File: src/oc_sense_pkg.sv
// Constants shared by the overcurrent and sense-amplifier configuration block.
// Assumes a single 50 MHz clock domain; dead times are converted to cycles here, other times count microsecond ticks.
package oc_sense_pkg;

   // Clock and time base.
   localparam int CLK_FREQ_HZ = 50_000_000;
   localparam int CLK_MHZ = CLK_FREQ_HZ / 1_000_000;
   localparam int NS_PER_US = 1000;
   localparam int TICK_US = 1;
   localparam int TICK_CYCLES = CLK_MHZ * TICK_US;
   localparam logic [5:0] TICK_LAST = 6'(TICK_CYCLES - 1);

   // Register map.
   localparam int REG_W = 11;
   localparam logic [3:0] ADDR_OVERCURRENT_CTRL = 4'h5;
   localparam logic [3:0] ADDR_SENSE_CTRL = 4'h6;
   localparam logic [10:0] OVERCURRENT_CTRL_RESET = 11'h159;
   localparam logic [10:0] SENSE_CTRL_RESET = 11'h283;

   // Overcurrent control field positions.
   localparam int RETRY_SEL_BIT = 10;
   localparam int DEAD_SEL_LSB = 8;
   localparam int RESPONSE_LSB = 6;
   localparam int FILTER_SEL_LSB = 4;
   localparam int DS_TRIP_LSB = 0;

   // Sense control field positions.
   localparam int AMP_SRC_BIT = 10;
   localparam int REF_HALF_BIT = 9;
   localparam int LS_PATH_BIT = 8;
   localparam int GAIN_LSB = 6;
   localparam int SHUNT_DIS_BIT = 5;
   localparam int TRIM_A_BIT = 4;
   localparam int TRIM_B_BIT = 3;
   localparam int TRIM_C_BIT = 2;
   localparam int SHUNT_LVL_LSB = 0;

   // Retry waits, in microseconds.
   localparam int RETRY_SHORT_US = 50;
   localparam int RETRY_LONG_US = 4000;

   // Dead times in ns; a least time, so cycle counts round up.
   localparam int DEAD_NS_0 = 50;
   localparam int DEAD_NS_1 = 100;
   localparam int DEAD_NS_2 = 200;
   localparam int DEAD_NS_3 = 400;
   localparam logic [4:0] DEAD_CYC_0 = 5'((DEAD_NS_0 * CLK_MHZ + NS_PER_US - 1) / NS_PER_US);
   localparam logic [4:0] DEAD_CYC_1 = 5'((DEAD_NS_1 * CLK_MHZ + NS_PER_US - 1) / NS_PER_US);
   localparam logic [4:0] DEAD_CYC_2 = 5'((DEAD_NS_2 * CLK_MHZ + NS_PER_US - 1) / NS_PER_US);
   localparam logic [4:0] DEAD_CYC_3 = 5'((DEAD_NS_3 * CLK_MHZ + NS_PER_US - 1) / NS_PER_US);

   // Deglitch step: code n selects (n + 1) * 2 us.
   localparam int FILTER_STEP_US = 2;

   typedef enum logic [1:0] {
      RESP_LATCH  = 2'b00,
      RESP_RETRY  = 2'b01,
      RESP_REPORT = 2'b10,
      RESP_OFF    = 2'b11
   } response_e;

   typedef enum logic [1:0] {
      CH_IDLE     = 2'b00,
      CH_LATCHED  = 2'b01,
      CH_RETRYING = 2'b10,
      CH_REPORTED = 2'b11
   } channel_state_e;

endpackage : oc_sense_pkg

File: src/oc_sense_regs.sv
// Overcurrent protection and sense-amplifier configuration registers with fault handling.
// Assumes the serial frame decoder delivers word writes and reads on the register port
// in this clock domain; comparator and PWM pins arrive asynchronously.
`timescale 1ns/100ps
// How it works
// - Retry wait bit picks 4 ms (0) or 50 us (1); default 0.
// - Dead time code picks 50, 100, 200 or 400 ns; default 01.
// - Response 00 latches the fault until an explicit clear.
// - Response 01, default, clears the fault after the retry wait.
// - Response 10 reports the fault but takes no protective action.
// - Response 11 neither reports nor acts.
// - Overcurrent must persist 2, 4, 6 or 8 us before acting; default 01.
// - Four-bit drain-source trip code; default 1001.
// - Writing amplifier source 1 also sets the low-side path bit.
// - Reference divide bit: 0 full reference, 1 half; default 1.
// - Low-side path bit picks negative or positive shunt pin; default 0.
// - Gain code picks 5, 10, 20 or 40 V/V; default 10.
// - Shunt fault disable bit 1 ignores shunt overcurrent; default 0.
// - Three trim bits short each amplifier input for offset calibration.
// - Shunt trip code picks 0.25, 0.5, 0.75 or 1 V; default 11.
// - Sense control register exists only on amplifier variants.
// - Per-cycle bit clears retry faults on a new PWM input.
module oc_sense_regs #(
   parameter int RETRY_LONG = oc_sense_pkg::RETRY_LONG_US, // Long retry wait in microseconds.
   parameter bit HAS_SENSE_AMP = 1'b1 // Variant carries the sense amplifiers.
) (
   input wire logic ref_clk, // 50 MHz clock.
   input wire logic sys_rst, // Synchronous reset, active high.
   input wire logic [3:0] reg_addr, // Register address.
   input wire logic [10:0] reg_wdata, // Write data.
   input wire logic reg_wr, // Write strobe.
   input wire logic reg_rd, // Read strobe.
   output logic [10:0] reg_rdata, // Read data.
   output logic reg_rdata_valid, // Read data valid pulse.
   input wire logic ds_trip_pin, // Drain-source comparator, asynchronous.
   input wire logic shunt_trip_pin, // Shunt comparator, asynchronous.
   input wire logic pwm_in_pin, // PWM input, asynchronous.
   input wire logic per_cycle_fault_clear, // Per-cycle clear bit from gate-drive settings.
   input wire logic clear_faults, // Explicit fault clear pulse.
   output logic [4:0] dead_time_cycles, // Dead time in clock cycles.
   output logic [3:0] drain_source_trip_sel, // Drain-source threshold code.
   output logic amp_input_source_sel, // Amplifier positive input is the switch node.
   output logic amp_ref_half_sel, // Amplifier reference halved.
   output logic lowside_measure_path_sel, // Low-side measurement to negative shunt pin.
   output logic [1:0] amp_gain_sel, // Amplifier gain code.
   output logic amp_a_offset_trim, // Short amplifier A inputs.
   output logic amp_b_offset_trim, // Short amplifier B inputs.
   output logic amp_c_offset_trim, // Short amplifier C inputs.
   output logic [1:0] shunt_trip_level_sel, // Shunt threshold code.
   output logic drain_source_overcurrent, // Drain-source fault reported.
   output logic shunt_overcurrent, // Shunt fault reported.
   output logic gate_shutdown // Outputs forced off by a fault.
);
   import oc_sense_pkg::*;

   logic [10:0] overcurrent_ctrl;
   logic [10:0] sense_ctrl;
   logic [5:0] tick_cnt;
   logic tick_us;
   logic [1:0] ds_sync;
   logic [1:0] shunt_sync;
   logic [1:0] pwm_sync;
   logic pwm_last;
   logic pwm_edge;
   logic [3:0] filter_ticks;
   logic [15:0] retry_ticks;
   logic ds_shutdown;
   logic shunt_shutdown;
   response_e response;
   logic [10:0] sense_wdata;
   // Longest a short-wait retry fault may stand: 50 ticks of 50 cycles plus tick phase and pipeline slack.
   localparam int RETRY_HOLD_MAX = 2600;
   logic [11:0] retry_hold_cnt;

   assign response = response_e'(overcurrent_ctrl[RESPONSE_LSB +: 2]);

   // Register writes. The switch-node source forces the low-side path on.
   always_comb begin
      sense_wdata = reg_wdata;
      if (reg_wdata[AMP_SRC_BIT]) begin
         sense_wdata[LS_PATH_BIT] = 1'b1;
      end
   end

   always_ff @(posedge ref_clk) begin
      if (sys_rst) begin
         overcurrent_ctrl <= OVERCURRENT_CTRL_RESET;
      end else if (reg_wr && reg_addr == ADDR_OVERCURRENT_CTRL) begin
         overcurrent_ctrl <= reg_wdata;
      end
   end

   always_ff @(posedge ref_clk) begin
      if (sys_rst) begin
         sense_ctrl <= SENSE_CTRL_RESET;
      end else if (reg_wr && reg_addr == ADDR_SENSE_CTRL && HAS_SENSE_AMP) begin
         sense_ctrl <= sense_wdata;
      end
   end

   // Reads answer one cycle after the strobe; absent registers read as zero.
   always_ff @(posedge ref_clk) begin
      if (sys_rst) begin
         reg_rdata <= 11'h000;
         reg_rdata_valid <= 1'b0;
      end else begin
         reg_rdata_valid <= reg_rd;
         if (!reg_rd) begin
            reg_rdata <= 11'h000;
         end else if (reg_addr == ADDR_OVERCURRENT_CTRL) begin
            reg_rdata <= overcurrent_ctrl;
         end else if (reg_addr == ADDR_SENSE_CTRL && HAS_SENSE_AMP) begin
            reg_rdata <= sense_ctrl;
         end else begin
            reg_rdata <= 11'h000;
         end
      end
   end

   // Field outputs come straight from the register flops.
   assign drain_source_trip_sel = overcurrent_ctrl[DS_TRIP_LSB +: 4];
   assign amp_input_source_sel = sense_ctrl[AMP_SRC_BIT];
   assign amp_ref_half_sel = sense_ctrl[REF_HALF_BIT];
   assign lowside_measure_path_sel = sense_ctrl[LS_PATH_BIT];
   assign amp_gain_sel = sense_ctrl[GAIN_LSB +: 2];
   assign amp_a_offset_trim = sense_ctrl[TRIM_A_BIT];
   assign amp_b_offset_trim = sense_ctrl[TRIM_B_BIT];
   assign amp_c_offset_trim = sense_ctrl[TRIM_C_BIT];
   assign shunt_trip_level_sel = sense_ctrl[SHUNT_LVL_LSB +: 2];

   always_ff @(posedge ref_clk) begin
      if (sys_rst) begin
         dead_time_cycles <= DEAD_CYC_1;
      end else begin
         case (overcurrent_ctrl[DEAD_SEL_LSB +: 2])
            2'b00: dead_time_cycles <= DEAD_CYC_0;
            2'b01: dead_time_cycles <= DEAD_CYC_1;
            2'b10: dead_time_cycles <= DEAD_CYC_2;
            default: dead_time_cycles <= DEAD_CYC_3;
         endcase
      end
   end

   // Microsecond time base for deglitch and retry counting.
   always_ff @(posedge ref_clk) begin
      if (sys_rst || tick_cnt == TICK_LAST) begin
         tick_cnt <= 6'h00;
      end else begin
         tick_cnt <= tick_cnt + 6'h01;
      end
   end

   assign tick_us = tick_cnt == TICK_LAST;

   // Pins are synchronised before any logic looks at them.
   always_ff @(posedge ref_clk) begin
      if (sys_rst) begin
         ds_sync <= 2'b00;
         shunt_sync <= 2'b00;
         pwm_sync <= 2'b00;
         pwm_last <= 1'b0;
      end else begin
         ds_sync <= {ds_sync[0], ds_trip_pin};
         shunt_sync <= {shunt_sync[0], shunt_trip_pin};
         pwm_sync <= {pwm_sync[0], pwm_in_pin};
         pwm_last <= pwm_sync[1];
      end
   end

   assign pwm_edge = pwm_sync[1] && !pwm_last;
   assign filter_ticks = 4'((32'(overcurrent_ctrl[FILTER_SEL_LSB +: 2]) + 32'd1) * FILTER_STEP_US);
   assign retry_ticks = overcurrent_ctrl[RETRY_SEL_BIT] ? 16'(RETRY_SHORT_US) : 16'(RETRY_LONG);

   oc_fault_channel ds_channel (
      .ref_clk(ref_clk),
      .sys_rst(sys_rst),
      .tick_us(tick_us),
      .trip(ds_sync[1]),
      .enable(1'b1),
      .response(response),
      .filter_ticks(filter_ticks),
      .retry_ticks(retry_ticks),
      .per_cycle_clear(per_cycle_fault_clear),
      .pwm_edge(pwm_edge),
      .clear_fault(clear_faults),
      .fault_flag(drain_source_overcurrent),
      .shutdown(ds_shutdown)
   );

   oc_fault_channel shunt_channel (
      .ref_clk(ref_clk),
      .sys_rst(sys_rst),
      .tick_us(tick_us),
      .trip(shunt_sync[1]),
      .enable(HAS_SENSE_AMP && !sense_ctrl[SHUNT_DIS_BIT]),
      .response(response),
      .filter_ticks(filter_ticks),
      .retry_ticks(retry_ticks),
      .per_cycle_clear(per_cycle_fault_clear),
      .pwm_edge(pwm_edge),
      .clear_fault(clear_faults),
      .fault_flag(shunt_overcurrent),
      .shutdown(shunt_shutdown)
   );

   // One cycle later than the channel flags, so a fault never races its own report.
   always_ff @(posedge ref_clk) begin
      if (sys_rst) begin
         gate_shutdown <= 1'b0;
      end else begin
         gate_shutdown <= ds_shutdown || shunt_shutdown;
      end
   end

   // Counts how long a short-wait drain-source retry fault has stood; saturates so it never wraps back to legal.
   always_ff @(posedge ref_clk) begin
      if (sys_rst || !drain_source_overcurrent || response != RESP_RETRY || !overcurrent_ctrl[RETRY_SEL_BIT]) begin
         retry_hold_cnt <= 12'h000;
      end else if (retry_hold_cnt != 12'hFFF) begin
         retry_hold_cnt <= retry_hold_cnt + 12'h001;
      end
   end

   a_reset_defaults: assert property (@(posedge ref_clk) disable iff (sys_rst)
      $fell(sys_rst) |-> overcurrent_ctrl == OVERCURRENT_CTRL_RESET && sense_ctrl == SENSE_CTRL_RESET)
      else $error("Registers not at defaults after reset.");

   a_read_back: assert property (@(posedge ref_clk) disable iff (sys_rst)
      reg_rd && reg_addr == ADDR_OVERCURRENT_CTRL |=> reg_rdata_valid && reg_rdata == $past(overcurrent_ctrl))
      else $error("Read data does not match the register.");

   a_source_sets_path: assert property (@(posedge ref_clk) disable iff (sys_rst)
      reg_wr && reg_addr == ADDR_SENSE_CTRL && reg_wdata[AMP_SRC_BIT] && HAS_SENSE_AMP
      |=> lowside_measure_path_sel && amp_input_source_sel)
      else $error("Switch-node source did not force the low-side path.");

   a_dead_time_max: assert property (@(posedge ref_clk) disable iff (sys_rst)
      (overcurrent_ctrl[DEAD_SEL_LSB +: 2] == 2'b11) [*2] |-> dead_time_cycles == 5'd20)
      else $error("Longest dead time is not 20 cycles.");

   a_latch_holds: assert property (@(posedge ref_clk) disable iff (sys_rst)
      drain_source_overcurrent && response == RESP_LATCH && !clear_faults && $stable(response)
      |=> drain_source_overcurrent)
      else $error("Latched fault dropped without a clear.");

   a_off_silent: assert property (@(posedge ref_clk) disable iff (sys_rst)
      (response == RESP_OFF) [*3] |-> !drain_source_overcurrent && !shunt_overcurrent && !gate_shutdown)
      else $error("Fault reported while responses are off.");

   a_report_passive: assert property (@(posedge ref_clk) disable iff (sys_rst)
      (response == RESP_REPORT) [*3] |-> !gate_shutdown)
      else $error("Report-only mode took protective action.");

   a_shunt_disabled: assert property (@(posedge ref_clk) disable iff (sys_rst)
      (sense_ctrl[SHUNT_DIS_BIT]) [*3] |-> !shunt_overcurrent)
      else $error("Shunt fault reported while disabled.");

   a_deglitch_min: assert property (@(posedge ref_clk) disable iff (sys_rst)
      $rose(drain_source_overcurrent) |-> $past(ds_sync[1], 60))
      else $error("Fault acted before the deglitch time.");

   a_retry_short: assert property (@(posedge ref_clk) disable iff (sys_rst)
      32'(retry_hold_cnt) <= RETRY_HOLD_MAX)
      else $error("Retry fault did not clear after the short wait.");

   a_per_cycle_clear: assert property (@(posedge ref_clk) disable iff (sys_rst)
      drain_source_overcurrent && ds_shutdown && response == RESP_RETRY && per_cycle_fault_clear && pwm_edge
      |=> !drain_source_overcurrent)
      else $error("New PWM input did not clear the retry fault.");

   c_latched_fault: cover property (@(posedge ref_clk) disable iff (sys_rst)
      drain_source_overcurrent && response == RESP_LATCH);
   c_retry_fault: cover property (@(posedge ref_clk) disable iff (sys_rst)
      $fell(drain_source_overcurrent) && response == RESP_RETRY);
   c_pwm_clear: cover property (@(posedge ref_clk) disable iff (sys_rst)
      ds_shutdown && per_cycle_fault_clear && pwm_edge);
   c_shunt_fault: cover property (@(posedge ref_clk) disable iff (sys_rst) $rose(shunt_overcurrent));

endmodule : oc_sense_regs

File: src/oc_fault_channel.sv
// One overcurrent fault channel: deglitch filter plus response state machine.
// Assumes trip is already synchronised and tick_us is a one-cycle pulse each microsecond.
`timescale 1ns/100ps
module oc_fault_channel (
   input wire logic ref_clk, // System clock.
   input wire logic sys_rst, // Synchronous reset, active high.
   input wire logic tick_us, // One-cycle pulse every microsecond.
   input wire logic trip, // Synchronised comparator level.
   input wire logic enable, // Channel may detect faults.
   input wire oc_sense_pkg::response_e response, // Selected response mode.
   input wire logic [3:0] filter_ticks, // Deglitch time in microseconds.
   input wire logic [15:0] retry_ticks, // Retry wait in microseconds.
   input wire logic per_cycle_clear, // Clear retry faults on new PWM input.
   input wire logic pwm_edge, // One-cycle pulse on a new PWM input.
   input wire logic clear_fault, // Explicit fault clear pulse.
   output logic fault_flag, // Fault reported.
   output logic shutdown // Protective action requested.
);
   import oc_sense_pkg::*;

   logic [3:0] filt_cnt;
   logic [15:0] retry_cnt;
   logic qualified;
   channel_state_e state;
   channel_state_e next_state;

   // The condition must persist for the whole deglitch time before it counts.
   always_ff @(posedge ref_clk) begin
      if (sys_rst || !trip) begin
         filt_cnt <= 4'h0;
      end else if (tick_us && filt_cnt < filter_ticks) begin
         filt_cnt <= filt_cnt + 4'h1;
      end
   end

   assign qualified = trip && enable && response != RESP_OFF && filt_cnt >= filter_ticks;

   always_comb begin
      next_state = state;
      case (state)
         CH_IDLE: begin
            if (qualified) begin
               case (response)
                  RESP_LATCH: next_state = CH_LATCHED;
                  RESP_RETRY: next_state = CH_RETRYING;
                  default: next_state = CH_REPORTED;
               endcase
            end
         end
         CH_LATCHED: begin
            // A clear arriving with a live event leaves the fault set.
            if (clear_fault && !qualified) begin
               next_state = CH_IDLE;
            end
         end
         CH_RETRYING: begin
            if (retry_cnt >= retry_ticks || (per_cycle_clear && pwm_edge)) begin
               next_state = CH_IDLE;
            end
         end
         CH_REPORTED: begin
            if (clear_fault && !qualified) begin
               next_state = CH_IDLE;
            end
         end
         default: next_state = CH_IDLE;
      endcase
      if (response == RESP_OFF || !enable) begin
         next_state = CH_IDLE;
      end
   end

   always_ff @(posedge ref_clk) begin
      if (sys_rst) begin
         state <= CH_IDLE;
      end else begin
         state <= next_state;
      end
   end

   always_ff @(posedge ref_clk) begin
      if (sys_rst || state != CH_RETRYING) begin
         retry_cnt <= 16'h0000;
      end else if (tick_us) begin
         retry_cnt <= retry_cnt + 16'h0001;
      end
   end

   always_ff @(posedge ref_clk) begin
      if (sys_rst) begin
         fault_flag <= 1'b0;
         shutdown <= 1'b0;
      end else begin
         fault_flag <= next_state != CH_IDLE;
         shutdown <= next_state == CH_LATCHED || next_state == CH_RETRYING;
      end
   end

endmodule : oc_fault_channel

File: config.mk
export PLATFORM = sky130hd
export DESIGN_NAME = oc_sense_regs
export DESIGN_NICKNAME = d
export VERILOG_FILES = /design/src/oc_sense_pkg.sv /design/src/oc_sense_regs.sv /design/src/oc_fault_channel.sv
export SDC_FILE = /design/constraint.sdc
export NUM_CORES = 1
export LEC_CHECK = 0
export BUFFER_PORTS_ARGS = -buffer_cell sky130_fd_sc_hd__buf_2
export CAP_MARGIN = 20
export CORE_AREA = 5 5 121 123
export DETAILED_ROUTE_END_ITERATION = 12
export DIE_AREA = 0 0 126 128
export PLACE_DENSITY = 0.59
export SETUP_SLACK_MARGIN = 0.15
export SYNTH_ARGS = -nofsm -noshare
export SYNTH_HDL_FRONTEND = slang
export SYNTH_HIERARCHICAL = 1
export SYNTH_SLANG_ARGS = --single-unit
File: constraint.sdc
create_clock -name ref_clk -period 2.5 [get_ports ref_clk]
set_clock_uncertainty 0.05 [all_clocks]
set_input_delay 0.125 -clock ref_clk [delete_from_list [all_inputs] [get_ports ref_clk]]
set_output_delay 0.125 -clock ref_clk [all_outputs]
set_load 0.005 [all_outputs]
# Word level (Yosys, flattened, before mapping)
# Index checks and enable logic that the tools add are counted.
# totals
register_bits,101
out_inout_bits,34
wordCells,109
# classes
n_addsub,6
order_cmp,6
n_eq_ne,20
muxes,16
n_bitwise,1
reduce_logical,39
# op_table
operator,count
$add A16 B1 Y16 const B,2
$ge A16 B12 Y1,2
$mux W11,2
$eq A2 B2 Y1 const B,8
$mux W2,8
$pmux W5 S3,1
$logic_and A1 B1 Y1,13
$eq A2 B1 Y1 const B,6
$mux W12,1
$pmux W2 S3,2
$logic_or A1 B1 Y1,11
$add A4 B1 Y4 const B,2
$eq A4 B3 Y1 const B,2
$ge A4 B4 Y1,2
$logic_not A2 Y1,4
$lt A4 B4 Y1,2
$add A6 B1 Y6 const B,1
$eq A6 B6 Y1 const B,1
$logic_not A1 Y1,6
$ne A2 B2 Y1 const B,3
$reduce_or A2 Y1,3
$pmux W2 S2,1
$reduce_bool A2 Y1,2
$add A2 B1 Y3 const B,1
other kinds (2),2

# Logic depth before layout (Yosys ltp)
# logic_depth
ltp_word,11
ltp_mapped,10

# Hierarchy
# Netlist, hierarchy kept.
# by_module_without_submodules
module,n_inst,cells_per_inst,area_per_inst_um2,seq_area_each_um2
oc_fault_channel,2,192,1616.6,480.5
oc_sense_regs,1,209,2021.9,1061.0

# Least setup slack after synthesis
# OpenSTA, ideal clock, no wires.
# synth_path
path_type,register -> register
start,register overcurrent_ctrl[4]
end,register ds_channel.shutdown
setup_time_ns,0.114
t_arrival_ns,2.270
required_ns,2.336
path_slack_ns,0.066
path_stages_with_launch,11
synth_period_minus_slack_ns,2.434
cell_sequence,dfxtp_1 > ha_1 > inv_1 > ha_1 > o211ai_1 > o21ai_1 > nand2_1 > or3_1 > a211o_2 > ha_1 > nor2b_1
# synth_between
elab_chain_len,10
elab_cells_between_ends,12
classes_between,1 x add/sub; 1 x order compare; 2 x eq/ne; 4 x mux; 4 x reduce/logical
# synth_lines
element,line_no,text
start: declaration,oc_sense_regs.sv:56,logic [10:0] overcurrent_ctrl;
start signal: assignment,oc_sense_regs.sv:89,overcurrent_ctrl <= reg_wdata;
$add A2 B1 Y3 *,oc_sense_regs.sv:171,assign filter_ticks = 4'((32'(overcurrent_ctrl[FILTER_SEL_LSB +: 2]) + 32'd1) * FILTER_STEP_US);
named net filter_ticks[2],oc_sense_regs.sv:65,logic [3:0] filter_ticks;
$ge A4 B4 Y1 *,oc_fault_channel.sv:36,assign qualified = trip && enable && response != RESP_OFF && filt_cnt >= filter_ticks;
$logic_and A1 B1 Y1 *,oc_fault_channel.sv:36,
$logic_not A1 Y1,"oc_fault_channel.sv:52, oc_fault_channel.sv:62",
$logic_and A1 B1 Y1,"oc_fault_channel.sv:52, oc_fault_channel.sv:62",
$mux W2,"oc_fault_channel.sv:52, oc_fault_channel.sv:62",
$pmux W2 S3 *,oc_fault_channel.sv:40,case (state)
$mux W2 *,oc_fault_channel.sv:68,if (response == RESP_OFF || !enable) begin
$eq A2 B1 Y1 / $eq A2 B2 Y1 (equally long branches),oc_fault_channel.sv:95,shutdown <= next_state == CH_LATCHED || next_state == CH_RETRYING;
$logic_or A1 B1 Y1 *,oc_fault_channel.sv:95,
end signal: assignment,oc_fault_channel.sv:92,shutdown <= 1'b0;
end signal: assignment,oc_fault_channel.sv:95,
end: declaration,oc_fault_channel.sv:17,output logic shutdown
# Mark *: on every way through the listed nets, which the timed path passes. The rest lies on a longest branch.
# A chain may end at the register's enable or synchronous reset.

# Final worst setup path
# layout_path
start,register overcurrent_ctrl[5]
end,register ds_channel.shutdown
# Same word-level chain as after synthesis.

==> out/qor.yml <==
status: "complete, no violations"
hold_class: "in2reg"
fin_crit_ns: 2.46
synth_area_leaders: "dfxtp_1 (38%), ha_1 (12%), nor2_1 (5.6%)"
fin_crit_sh_pct: 98.4
final_nets: 752
gr-usage-all-layers_pct: 14.5
synth.avg_cell_area_um2: 8.86
overflow: 0
drc: 0
async_flop_share_pct: 0
setup_viol: 0
htreeDepth: 3
syn_to_final_growth_pct: 18.5
ys_types: 46
power_density_mw_per_mm2: 499
routabilityCongestion: 0.834
cpMaxStageDelayCell: "dfxtp_2"
whs_ns: 0.0137
yosysSeqAreaShare_pct: 38.5
grt_pass1_vias: 4201
ys_ff_latch: 101
dp_hpwl_um: 8480
grt_pass1_wl_um: 19300
slowest_delay_ns: 0.34
ys.flop_type: "dfxtp_1"
stdcell_count: 864
syn_inst: 593
max_cap_viol_count: 0
cpMostUsedCell: "ha_4"
cts_buffers: 9
die_y_um: 128
path_clk_slew_ns: 0.07
synthTopCellsByCount: "dfxtp_1 (101), nor2_1 (79), inv_1 (55), ha_1 (49), a21oi_1 (32)"
core_mm2: 0.0136
insertion_delay_ns: 0.35
cp-end-kind: "register"
synth_edf_count: 0
drt_wl_total_um: 11200
final_layout_size_suffix_gt1_share_pct: 16.8
fillerInstances: 1346
placed_cells: 834
rows: 43
routedWlPerCell_um: 13.0
worst_pin_slew_ns: 0.600
cp.required_ns: 2.66
cp_max_fo: 2
clock-root-buffer: "clkbuf_16"
antenna_found_initial: 0
yosysTopAreaCellShare_pct: 38.5
die_w_um: 126
syn-cell-area_mm2: 0.00526
max_slew_margin_pct: 60.0
die_area_mm2: 0.0161
ir_worst_vdd_mv: 0.543
grt_max_degree: 31
vias: 4260
drt_iter0_drc: 198
initial_core_util_pct: 38.8
vias_per_cell: 4.93
final_max_slew_viol_count: 0
yosysWarnings: 6
drtPass1Iterations: 5
timing.fmax_mhz: 406
crit_type: "reg2reg"
io_buffers: 57
cts_tree: "done"
pin_count: 58
diodes: 0
rsz0062_at_grt: "yes"
p_leak_nw: 2.56
cp-start-kind: "register"
finalHoldViolations: 0
crit_arrival_ns: 2.62
clock-sinks: 101
yosysMostFrequentCell: "dfxtp_1"
path_cells: "ha_4 -> inv_1 -> ha_4 -> o211ai_1 -> o21ai_1 -> nand2_1 -> or3_4 -> a211o_2 -> ha_2 -> nor2b_1"
cts_max_path_buffers: 2
ant_nets: 0
synth_top_cell_by_area: "dfxtp_1"
cells in the final DEF, fill, tap and decap left out, drive strengths merged, types with 3 or more instances in the layout:
cell,synthesis,routed
nand4,18,18
buf,14,69
o211ai,4,4
o21a,4,4
nor3b,3,3
a211o,4,4
nor2b,15,15
nand2b,18,18
nor2,79,79
inv,55,57
a2111oi,4,4
mux2i,19,19
xor2,22,22
dfxtp,101,101
xnor2,13,13
conb,2,22
or3,11,11
a22oi,11,11
o21ai,19,19
nor4,5,5
ha,49,49
and3,10,10
dlygate4sd3,0,11
nand2,29,29
nor3,7,7
a21oi,32,32
clkbuf,11,12
nand3,14,14
cell families after synthesis:
kind of cell / synth area share [%]
AO/OA/AOI/OAI: 10.9
XOR/XNOR: 5.83
adder cells (fa/ha/maj): 11.7
buffers and inverters: 6.64
flip-flops: 38.5
multiplexers: 3.62
other: 0.143
AND/OR/NAND/NOR: 22.7
critical path: cells and delay by family (launching register included):
family / cells / cell delay [ns]
adder cells (fa/ha/maj): 3 / 0.78
buffers and inverters: 1 / 0.06
flip-flops: 1 / 0.34
AND/OR/NAND/NOR: 3 / 0.55
AO/OA/AOI/OAI: 3 / 0.55
layer usage:
layer | GRT usage (%) | routed length, um
met1 | 17.5 | 5200
met3 | 4.75 | 616
met2 | 24.1 | 5160
met5 | 0 | 0
met4 | 5.17 | 261
flip-flops by register name, indices dropped and copies added (netlist names), 2 cells and up:
name                     count
ds_channel/retry_cnt        16
shunt_channel/retry_cnt     16
overcurrent_ctrl            11
reg_rdata                   11
sense_ctrl                  11
tick_cnt                     6
dead_time_cycles             5
ds_channel/filt_cnt          4
shunt_channel/filt_cnt       4
ds_channel/state             2
ds_sync                      2
pwm_sync                     2
shunt_channel/state          2
shunt_sync                   2
per-stage QoR:
step | worst slack [ns] | setup TNS (ns) | area [um^2] | utilization [%] | power, mW
after floorplan | 0.152 | 0 | 5360 | - | 1.78
after global placement | 0.0402 | 0 | 5790 | 42.7 | 1.83
after CTS | 0.0291 | 0 | 6210 | 45.8 | 3.15
final | 0.0395 | 0 | 6230 | 45.9 | 3.11
after global routing | -0.0575 | -0.106 | 6230 | 45.9 | 3.24
after detailed placement | -0.0614 | -0.0961 | 5790 | 42.7 | 1.83
path summary, 6_finish.rpt:
path	from	end	slack [ns]	cells past startpoint
worst max-delay path	overcurrent_ctrl[5]	ds_channel/shutdown	0.04	10
worst min register to register	shunt_sync[0]	shunt_sync[1]	0.40	1
worst min-delay path	reg_wdata[1]	sense_ctrl[1]	0.01	3
worst max register to register	overcurrent_ctrl[5]	ds_channel/shutdown	0.04	10
layout make-up:
| class | instances | area (um^2) | share of cell area [%] |
|---|---|---|---|
| multi-input cells | 432 | 3020 | 48.4 |
| flip-flops and latches | 101 | 2030 | 32.5 |
| repair buffers | 80 | 485 | 7.79 |
| clock buffers | 12 | 236 | 3.80 |
| well taps | 180 | 225 | 3.62 |
| inverters | 55 | 209 | 3.35 |
| clock inverters | 4 | 32.5 | 0.522 |
what timing repair did:
item                       in CTS  in global routing
hold buffers                   11                  0
gates resized for setup         3                  6
setup endpoints to repair       4                  9
setup buffers                   3                  0
hold endpoints to repair       14                  0
pin swaps                       3                  4
where the power goes:
group          total, mW  internal, mW  switching (mW)
clock               1.30         0.684           0.614
sequential          1.64          1.63          0.0117
combinational      0.176        0.0807          0.0957
No activity file was read; power rests on OpenSTA's default activity.
